[src/tdo_pkg.sv]
// Constants, opcodes and state encoding for the readout opcode handler
package tdo_pkg;

   // ==========================================================
   // Register map (byte offsets)
   localparam logic [3:0] ADR_CMD = 4'h0;
   localparam logic [3:0] ADR_STATUS = 4'h4;
   localparam int STATUS_WAIT_PARAM_BIT = 0;
   localparam int STATUS_RESULT_BIT = 1;

   // ==========================================================
   // Field layout
   localparam int WORD_W = 16;
   localparam int OPC_HI = 15;
   localparam int OPC_LO = 8;
   localparam int DEAD_W = 2;
   localparam int LIMIT_W = 4;
   localparam int ERR_TYPES = 11;
   localparam int DEPTH_W = 3;
   localparam int HIT_CNT_W = 9;

   // ==========================================================
   // Opcodes (upper byte of the command word)
   localparam logic [7:0] OPC_SET_DEAD = 8'h28;
   localparam logic [7:0] OPC_RD_DEAD = 8'h29;
   localparam logic [7:0] OPC_HDR_ON = 8'h30;
   localparam logic [7:0] OPC_HDR_OFF = 8'h31;
   localparam logic [7:0] OPC_RD_HDR = 8'h32;
   localparam logic [7:0] OPC_SET_LIMIT = 8'h33;
   localparam logic [7:0] OPC_RD_LIMIT = 8'h34;
   localparam logic [7:0] OPC_MARK_ON = 8'h35;
   localparam logic [7:0] OPC_MARK_OFF = 8'h36;
   localparam logic [7:0] OPC_BYP_ON = 8'h37;
   localparam logic [7:0] OPC_BYP_OFF = 8'h38;
   localparam logic [7:0] OPC_SET_MASK = 8'h39;
   localparam logic [7:0] OPC_RD_MASK = 8'h3a;
   localparam logic [7:0] OPC_SET_DEPTH = 8'h3b;
   localparam logic [7:0] OPC_RD_DEPTH = 8'h3c;

   // ==========================================================
   // Reset values
   localparam logic [DEAD_W-1:0] RST_DEAD = 2'h0;
   localparam logic RST_HDR = 1'b0;
   localparam logic [LIMIT_W-1:0] RST_LIMIT = 4'h9;
   localparam logic RST_MARK = 1'b1;
   localparam logic RST_BYP = 1'b0;
   localparam logic [ERR_TYPES-1:0] RST_MASK = 11'h7ff;
   localparam logic [DEPTH_W-1:0] RST_DEPTH = 3'h7;

   // ==========================================================
   // Hit limit encoding
   localparam logic [LIMIT_W-1:0] LIMIT_ZERO = 4'h0;
   localparam logic [LIMIT_W-1:0] LIMIT_MAX_CODE = 4'h8;
   localparam logic [WORD_W-1:0] SIZE_ERR_FLAG = 16'h1000;

   // ==========================================================
   // Command state, Gray coded
   typedef enum logic [1:0] {
      TDO_IDLE = 2'b00,
      TDO_WAIT_PARAM = 2'b01,
      TDO_WAIT_READ = 2'b11
   } tdo_state_t;

endpackage

[src/tdo_opcode_handler.sv]
// Command interpreter for converter readout configuration opcodes
`timescale 1ns/1ps
module tdo_opcode_handler #(
   parameter int ADR_W = 4
) (
   input wire logic clk_i,
   input wire logic rst_i,
   input wire logic wb_cyc_i,
   input wire logic wb_stb_i,
   input wire logic wb_we_i,
   input wire logic [ADR_W-1:0] wb_adr_i,
   input wire logic [3:0] wb_sel_i,
   input wire logic [31:0] wb_dat_i,
   output logic [31:0] wb_dat_o,
   output logic wb_ack_o,
   input wire logic trig_match_i,
   input wire logic evt_start_i,
   input wire logic hit_i,
   input wire logic evt_end_i,
   input wire logic [tdo_pkg::ERR_TYPES-1:0] err_type_i,
   output logic [tdo_pkg::DEAD_W-1:0] dead_time_o,
   output logic hdr_trl_en_o,
   output logic [tdo_pkg::LIMIT_W-1:0] hit_limit_o,
   output logic err_mark_en_o,
   output logic bypass_en_o,
   output logic [tdo_pkg::ERR_TYPES-1:0] err_mask_o,
   output logic [tdo_pkg::DEPTH_W-1:0] buf_depth_o,
   output logic [8:0] buf_words_o,
   output logic global_err_o,
   output logic err_mark_o,
   output logic bypass_o,
   output logic header_o,
   output logic hit_pass_o,
   output logic err_word_valid_o,
   output logic [tdo_pkg::WORD_W-1:0] err_word_o,
   output logic trailer_o
);

   // ==========================================================
   // Parameter check
   generate
      if (ADR_W < 4) begin : g_bad_adr
         $error("ADR_W too small for the register map");
      end
      if (tdo_pkg::ERR_TYPES > tdo_pkg::WORD_W) begin : g_bad_mask
         $error("Error mask wider than the command word");
      end
   endgenerate

   // ==========================================================
   // Bus decode
   wire logic bus_req;
   wire logic bus_wr;
   wire logic bus_rd;
   wire logic sel_cmd;
   wire logic sel_status;
   wire logic lanes_ok;
   wire logic cmd_wr;
   wire logic cmd_rd;
   wire logic [tdo_pkg::WORD_W-1:0] wr_word;
   wire logic [7:0] opcode;

   assign bus_req = wb_cyc_i & wb_stb_i & ~wb_ack_o;
   assign bus_wr = bus_req & wb_we_i;
   assign bus_rd = bus_req & ~wb_we_i;
   assign sel_cmd = wb_adr_i[3:0] == tdo_pkg::ADR_CMD;
   assign sel_status = wb_adr_i[3:0] == tdo_pkg::ADR_STATUS;
   assign lanes_ok = &wb_sel_i[1:0];
   assign cmd_wr = bus_wr & sel_cmd & lanes_ok;
   assign cmd_rd = bus_rd & sel_cmd;
   assign wr_word = wb_dat_i[tdo_pkg::WORD_W-1:0];
   assign opcode = wr_word[tdo_pkg::OPC_HI:tdo_pkg::OPC_LO];

   // ==========================================================
   // Opcode classes
   wire logic opc_param;
   wire logic opc_read;
   wire logic in_idle;

   assign opc_param = opcode == tdo_pkg::OPC_SET_DEAD || opcode == tdo_pkg::OPC_SET_LIMIT
      || opcode == tdo_pkg::OPC_SET_MASK || opcode == tdo_pkg::OPC_SET_DEPTH;
   assign opc_read = opcode == tdo_pkg::OPC_RD_DEAD || opcode == tdo_pkg::OPC_RD_HDR
      || opcode == tdo_pkg::OPC_RD_LIMIT || opcode == tdo_pkg::OPC_RD_MASK
      || opcode == tdo_pkg::OPC_RD_DEPTH;

   tdo_pkg::tdo_state_t state;
   tdo_pkg::tdo_state_t next_state;
   logic [7:0] pend_opc;
   logic [tdo_pkg::WORD_W-1:0] result;
   logic [tdo_pkg::WORD_W-1:0] next_result;

   assign in_idle = state == tdo_pkg::TDO_IDLE;

   // ==========================================================
   // Result word for read opcodes
   always_comb begin
      next_result = '0;
      case (opcode)
         tdo_pkg::OPC_RD_DEAD: begin
            next_result[tdo_pkg::DEAD_W-1:0] = dead_time_o;
         end
         tdo_pkg::OPC_RD_HDR: begin
            next_result[0] = hdr_trl_en_o;
         end
         tdo_pkg::OPC_RD_LIMIT: begin
            next_result[tdo_pkg::LIMIT_W-1:0] = hit_limit_o;
         end
         tdo_pkg::OPC_RD_MASK: begin
            next_result[tdo_pkg::ERR_TYPES-1:0] = err_mask_o;
         end
         tdo_pkg::OPC_RD_DEPTH: begin
            next_result[tdo_pkg::DEPTH_W-1:0] = buf_depth_o;
         end
         default: begin
            next_result = '0;
         end
      endcase
   end

   // ==========================================================
   // Command state machine
   always_comb begin
      next_state = state;
      case (state)
         tdo_pkg::TDO_IDLE: begin
            if (cmd_wr && opc_param) begin
               next_state = tdo_pkg::TDO_WAIT_PARAM;
            end else if (cmd_wr && opc_read) begin
               next_state = tdo_pkg::TDO_WAIT_READ;
            end
         end
         tdo_pkg::TDO_WAIT_PARAM: begin
            if (cmd_wr) begin
               next_state = tdo_pkg::TDO_IDLE;
            end
         end
         tdo_pkg::TDO_WAIT_READ: begin
            if (cmd_rd) begin
               next_state = tdo_pkg::TDO_IDLE;
            end
         end
         default: begin
            next_state = tdo_pkg::TDO_IDLE;
         end
      endcase
   end

   always_ff @(posedge clk_i) begin
      if (rst_i) begin
         state <= tdo_pkg::TDO_IDLE;
         pend_opc <= 8'h00;
         result <= '0;
      end else begin
         state <= next_state;
         if (in_idle && cmd_wr) begin
            pend_opc <= opcode;
         end
         if (in_idle && cmd_wr && opc_read) begin
            result <= next_result;
         end
      end
   end

   // ==========================================================
   // Settings
   wire logic param_wr;
   wire logic imm_wr;

   assign param_wr = cmd_wr && state == tdo_pkg::TDO_WAIT_PARAM;
   assign imm_wr = cmd_wr && in_idle;

   always_ff @(posedge clk_i) begin
      if (rst_i) begin
         dead_time_o <= tdo_pkg::RST_DEAD;
         hdr_trl_en_o <= tdo_pkg::RST_HDR;
         hit_limit_o <= tdo_pkg::RST_LIMIT;
         err_mark_en_o <= tdo_pkg::RST_MARK;
         bypass_en_o <= tdo_pkg::RST_BYP;
         err_mask_o <= tdo_pkg::RST_MASK;
         buf_depth_o <= tdo_pkg::RST_DEPTH;
      end else begin
         if (param_wr) begin
            case (pend_opc)
               tdo_pkg::OPC_SET_DEAD: begin
                  dead_time_o <= wr_word[tdo_pkg::DEAD_W-1:0];
               end
               tdo_pkg::OPC_SET_LIMIT: begin
                  hit_limit_o <= wr_word[tdo_pkg::LIMIT_W-1:0];
               end
               tdo_pkg::OPC_SET_MASK: begin
                  err_mask_o <= wr_word[tdo_pkg::ERR_TYPES-1:0];
               end
               tdo_pkg::OPC_SET_DEPTH: begin
                  buf_depth_o <= wr_word[tdo_pkg::DEPTH_W-1:0];
               end
               default: begin
                  dead_time_o <= dead_time_o;
               end
            endcase
         end
         if (imm_wr) begin
            case (opcode)
               tdo_pkg::OPC_HDR_ON: begin
                  hdr_trl_en_o <= 1'b1;
               end
               tdo_pkg::OPC_HDR_OFF: begin
                  hdr_trl_en_o <= 1'b0;
               end
               tdo_pkg::OPC_MARK_ON: begin
                  err_mark_en_o <= 1'b1;
               end
               tdo_pkg::OPC_MARK_OFF: begin
                  err_mark_en_o <= 1'b0;
               end
               tdo_pkg::OPC_BYP_ON: begin
                  bypass_en_o <= 1'b1;
               end
               tdo_pkg::OPC_BYP_OFF: begin
                  bypass_en_o <= 1'b0;
               end
               default: begin
                  bypass_en_o <= bypass_en_o;
               end
            endcase
         end
      end
   end

   // ==========================================================
   // Bus answer
   logic [31:0] status_word;
   wire logic wait_param;
   wire logic wait_read;
   wire logic [31:0] cmd_word;
   wire logic [31:0] next_dat;

   assign wait_param = state == tdo_pkg::TDO_WAIT_PARAM;
   assign wait_read = state == tdo_pkg::TDO_WAIT_READ;

   always_comb begin
      status_word = 32'h00000000;
      status_word[tdo_pkg::STATUS_WAIT_PARAM_BIT] = wait_param;
      status_word[tdo_pkg::STATUS_RESULT_BIT] = wait_read;
   end
   assign cmd_word = state == tdo_pkg::TDO_WAIT_READ ? {16'h0000, result} : 32'h00000000;
   assign next_dat = sel_cmd ? cmd_word : (sel_status ? status_word : 32'h00000000);

   always_ff @(posedge clk_i) begin
      if (rst_i) begin
         wb_ack_o <= 1'b0;
         wb_dat_o <= 32'h00000000;
      end else begin
         wb_ack_o <= bus_req;
         if (bus_rd) begin
            wb_dat_o <= next_dat;
         end
      end
   end

   // ==========================================================
   // Global error from enabled types
   wire logic [tdo_pkg::ERR_TYPES-1:0] err_hit;

   genvar gi;
   generate
      for (gi = 0; gi < tdo_pkg::ERR_TYPES; gi++) begin : g_err
         assign err_hit[gi] = err_type_i[gi] & err_mask_o[gi];
      end
   endgenerate

   always_ff @(posedge clk_i) begin
      if (rst_i) begin
         global_err_o <= 1'b0;
         err_mark_o <= 1'b0;
         bypass_o <= 1'b0;
      end else begin
         global_err_o <= |err_hit;
         err_mark_o <= (|err_hit) & err_mark_en_o;
         bypass_o <= (|err_hit) & bypass_en_o;
      end
   end

   // ==========================================================
   // Buffer depth in words
   localparam logic [8:0] BUF_WORDS_MIN = 9'h002;
   localparam logic [8:0] BUF_WORDS_RST = BUF_WORDS_MIN << tdo_pkg::RST_DEPTH;

   always_ff @(posedge clk_i) begin
      if (rst_i) begin
         buf_words_o <= BUF_WORDS_RST;
      end else begin
         buf_words_o <= BUF_WORDS_MIN << buf_depth_o;
      end
   end

   // ==========================================================
   // Event composition in trigger matching mode
   logic [tdo_pkg::HIT_CNT_W-1:0] hit_cnt;
   logic over;
   logic trl_pend;
   wire logic limited;
   wire logic [tdo_pkg::HIT_CNT_W-1:0] limit_val;
   wire logic hit_ok;
   wire logic tm_hit;

   assign limited = hit_limit_o <= tdo_pkg::LIMIT_MAX_CODE;
   assign limit_val = hit_limit_o == tdo_pkg::LIMIT_ZERO ? 9'h000
      : 9'h001 << (hit_limit_o - 4'h1);
   assign hit_ok = ~limited || hit_cnt < limit_val;
   assign tm_hit = trig_match_i & hit_i;

   always_ff @(posedge clk_i) begin
      if (rst_i) begin
         hit_cnt <= '0;
         over <= 1'b0;
         trl_pend <= 1'b0;
         header_o <= 1'b0;
         hit_pass_o <= 1'b0;
         err_word_valid_o <= 1'b0;
         err_word_o <= 16'h0000;
         trailer_o <= 1'b0;
      end else begin
         header_o <= trig_match_i & evt_start_i & hdr_trl_en_o;
         hit_pass_o <= tm_hit & hit_ok;
         err_word_valid_o <= 1'b0;
         trailer_o <= trl_pend;
         trl_pend <= 1'b0;
         if (trig_match_i && evt_start_i) begin
            hit_cnt <= '0;
            over <= 1'b0;
         end else if (tm_hit) begin
            if (hit_ok) begin
               hit_cnt <= hit_cnt + 9'h001;
            end else begin
               over <= 1'b1;
            end
         end
         if (trig_match_i && evt_end_i) begin
            if (over || (tm_hit && !hit_ok)) begin
               err_word_valid_o <= 1'b1;
               err_word_o <= tdo_pkg::SIZE_ERR_FLAG;
               trl_pend <= hdr_trl_en_o;
            end else begin
               trailer_o <= hdr_trl_en_o;
            end
         end
      end
   end

endmodule

[config.mk]
export PLATFORM = sky130hd
export DESIGN_NAME = tdo_opcode_handler
export DESIGN_NICKNAME = d
export VERILOG_FILES = /design/src/tdo_pkg.sv /design/src/tdo_opcode_handler.sv
export SDC_FILE = /design/constraint.sdc
export NUM_CORES = 1
export LEC_CHECK = 0
export BUFFER_PORTS_ARGS = -buffer_cell sky130_fd_sc_hd__buf_2
export CAP_MARGIN = 20
export CORE_ASPECT_RATIO = 0.5
export CORE_MARGIN = 2
export CORE_UTILIZATION = 30
export CTS_CLUSTER_SIZE = 25
export DETAILED_ROUTE_END_ITERATION = 12
export SETUP_SLACK_MARGIN = 0.3
export SYNTH_ARGS = -nofsm -noshare
export SYNTH_HDL_FRONTEND = slang
export SYNTH_SLANG_ARGS = --single-unit
[constraint.sdc]
create_clock -name clk_i -period 5 [get_ports clk_i]
set_input_delay 0.75 -clock clk_i [delete_from_list [all_inputs] [get_ports clk_i]]
set_output_delay 0.75 -clock clk_i [all_outputs]
set_load 0.02 [all_outputs]
==> metrics <==
Seq/Total Area, Yosys a little over 40%; power per standard cell area 283 nW/µm²; CTS tree done; Final Setup Violations 0; crit-path cells buf_2, or4_1, or3_4, nor4_4, nor2b_1, a211o_1; Vias 3589; post-DP HPWL 7380 µm; antenna-violating nets left 0; Routed WL per cell 13.7 µm; ys async rst share 0%; Sw Ratio 24.4%; Util after Layout 36.0%; CTS-repair resized insts 0; synthesized area around 4000 µm²; CTS clk-pin slew, worst paths about 0.06 ns; Avg Cell Area, Syn between 8 and 9 µm²; first-pass GRT wire length roughly 16000 µm; # DRC 0; Yosys reg bits 83; clock skew around 0.0061 ns; die area about 15000 µm²; core area 13500 µm²; die span in x 170 µm; Buffers & Inverters on Critical Path 1; Final Hold Fails 0; clk_lat worst skew between 0.3 and 0.4 ns; status complete, no violations; Cell Int Power between 1 and 1.5 mW; LEAKAGE between 1.5 and 2 nW; Clock power frac between 40% and 50%; CP top delay family simple AND/OR/NAND/NOR gates; Die Ht just under 90 µm; initial antenna violation count 0; IO Pins between 100 and 150; Worst Hold Class register to register; f_max between 300 and 400 MHz; Netlist cell types 56; Crit. End Element register; maximum vdd drop between 0.1 and 0.15 mV; H-tree Lvls 3; 1st-iter DRT viols 172; gpl congestion between 0.8 and 0.9; share of cells above drive strength 1 roughly 23%; number of CTS-inserted buffers 9; Remaining Overflow, GRT 0; Post-synth EDFFs 0; PortBufs between 90 and 100; final instance area a little under 5000 µm²; mean number of vias per cell about 4.9; setup TNS 0 ns; Post-DP Area between 4000 and 5000 µm²; row count 30; synth-to-layout area growth 17.7%; Initial Utilization 30.6%; largest net degree at the start of global routing 49; crit start category primary input; Worst slew margin between 30% and 40%; number of global-route vias before repair approximately 3200; Mapped Cells 476; worst-path fanout max 21; fin crit share roughly three fifths; slowest CP cell nor4_4; CP arrival 3.30 ns; antenna cells 0; Setup Buffers After CTS 0; WHS roughly 0.44 ns; Layout Nets roughly 620; Logic pwr share under 10%; worst path required time ~5.2 ns; post-cts hold buffer count 0; Setup Crit Path Kind primary input to register; final WL about 10000 µm; Syn. warnings 0; post-route minimum period 3.08 ns; Net Switching roughly 330 µW; maxcap violations 0; DRT Pass-1 Iters 4; pre-CTS setup slack ~1.6 ns; sequential power share 48.5%; Final WS setup around 1.9 ns; Worst Tran Pin Value a little over 1 ns; clock buffer depth 2; Slowest Stage Delay on Critical Path between 0.9 and 1 ns; unrepaired setup endpoints after global routing no; Final Max Slew Viols 0; Total GRT Usage between 10% and 20%; TritonCTS Sinks 83; clock root cell clkbuf_16; Main synth FF type dfxtp_1
## logic make-up (layout without fill, tap and decap cells)
logic type	Yosys count	in the layout	share of synthesized area, %
AO/OA/AOI/OAI	112	112	18.9
multiplexers	9	9	2.25
flip-flops	83	83	40.3
other	1	37	0.0910
buffers and inverters	71	118	10.2
XOR/XNOR	1	1	0.213
adder cells (fa/ha/maj)	9	9	2.73
AND/OR/NAND/NOR	190	190	25.3
## worst register-to-register path: cells and delay by family, from the launching register on
family	cells	cell delay, ns
AO/OA/AOI/OAI	4	0.76
AND/OR/NAND/NOR	3	0.91
flip-flops	1	0.48
adder cells (fa/ha/maj)	1	0.30
buffers and inverters	1	0.19
## layer usage
layer / vias to the layer above / wire length (µm) / track usage, % / share of wire (%)
met3: 12 / 342 / 2.91 / 3.4
met5: - / 0 / 0 / 0
li1: 1802 / - / - / -
met4: 0 / 148 / 4.43 / 1.5
met2: 72 / 4760 / 23.3 / 47
met1: 1703 / 4830 / 17.5 / 48
## power by group through the flow
stage / Clock (mW) / Sequential (mW) / Combinational [mW]
after floorplan: 0 / 0.681 / 0.0812
after global placement: 0 / 0.680 / 0.0898
after detailed placement: 0 / 0.680 / 0.0903
after CTS: 0.635 / 0.665 / 0.0905
after global routing: 0.659 / 0.665 / 0.0993
final: 0.616 / 0.665 / 0.0908
## stage by stage
stage | power (mW) | std cells
2_1_floorplan | 0.762 | 512
3_3_place_gp | 0.770 | 719
3_5_place_dp | 0.770 | 719
4_1_cts | 1.39 | 735
5_1_grt | 1.42 | 735
6_report | 1.37 | 735
## final cells by class
type                    instances  area, µm²
clock buffers                  10        239
inverters                       6       22.5
multi-input cells             358       2170
repair buffers                 96        490
fillers                      1384       8630
well taps                     176        220
flip-flops and latches         83       1660
clock inverters                 6       41.3
## cell usage in the layout, fill, tap and decap left out, drive strengths merged, types with 3 or more instances in the layout
cell type and n:
a211oi 6, conb 37, a211o 18, o31ai 6, or2 4, dfxtp 83, or4 6, nor4b 3
nand3 14, a22o 3, nand4 6, nand2b 13, and3 5, a21oi 35, nor4 6, mux2i 7
ha 9, nor3b 3, clkinv 3, nand2 48, a21o 5, and2 4, nor2 32, buf 96
o21ai 7, nor3 16, a31oi 3, nor2b 23, inv 6, a22oi 9, clkbuf 10, a32oi 4
clkinvlp 3
## state kept, by name (all words and copies together) (netlist names), 2 cells and up
register     flops
buf_depth_o      3
result          11
buf_words_o      8
pend_opc         8
err_mask_o      11
dead_time_o      2
hit_limit_o      4
hit_cnt          9
state            2
wb_dat_o        11
## final timing paths
path	startpoint	to	slack [ns]	cells past startpoint
setup / recovery	wb_adr_i[1]	err_mask_o[7]$_SDFFE_PP1P_	1.92	6
hold / removal	err_word_o[12]$_SDFFE_PP0P_	err_word_o[12]$_SDFFE_PP0P_	0.44	2
setup reg to reg	hit_limit_o[2]$_SDFFE_PP0P_	hit_cnt[3]$_SDFFE_PP0P_	2.29	9
hold reg to reg	err_word_o[12]$_SDFFE_PP0P_	err_word_o[12]$_SDFFE_PP0P_	0.44	2
## cell usage after synthesis (all sizes together), types with 5 or more instances
cell	n	area, µm²
or4	6	45.0
a21oi	35	175
ha	9	113
nor2b	23	144
a22oi	9	67.6
nand2	48	180
o31ai	6	45.0
mux2i	7	70.1
buf	43	314
nand2b	13	81.3
o21ai	7	35.0
a211oi	6	45.0
nand3	14	70.1
a21o	5	37.5
clkbuf	22	82.6
nand4	6	37.5
dfxtp	83	1660
nor3	16	80.1
inv	6	22.5
nor2	32	120
and3	5	31.3
nor4	6	82.6
a211o	18	158
No activity file was read; power rests on OpenSTA's default activity.
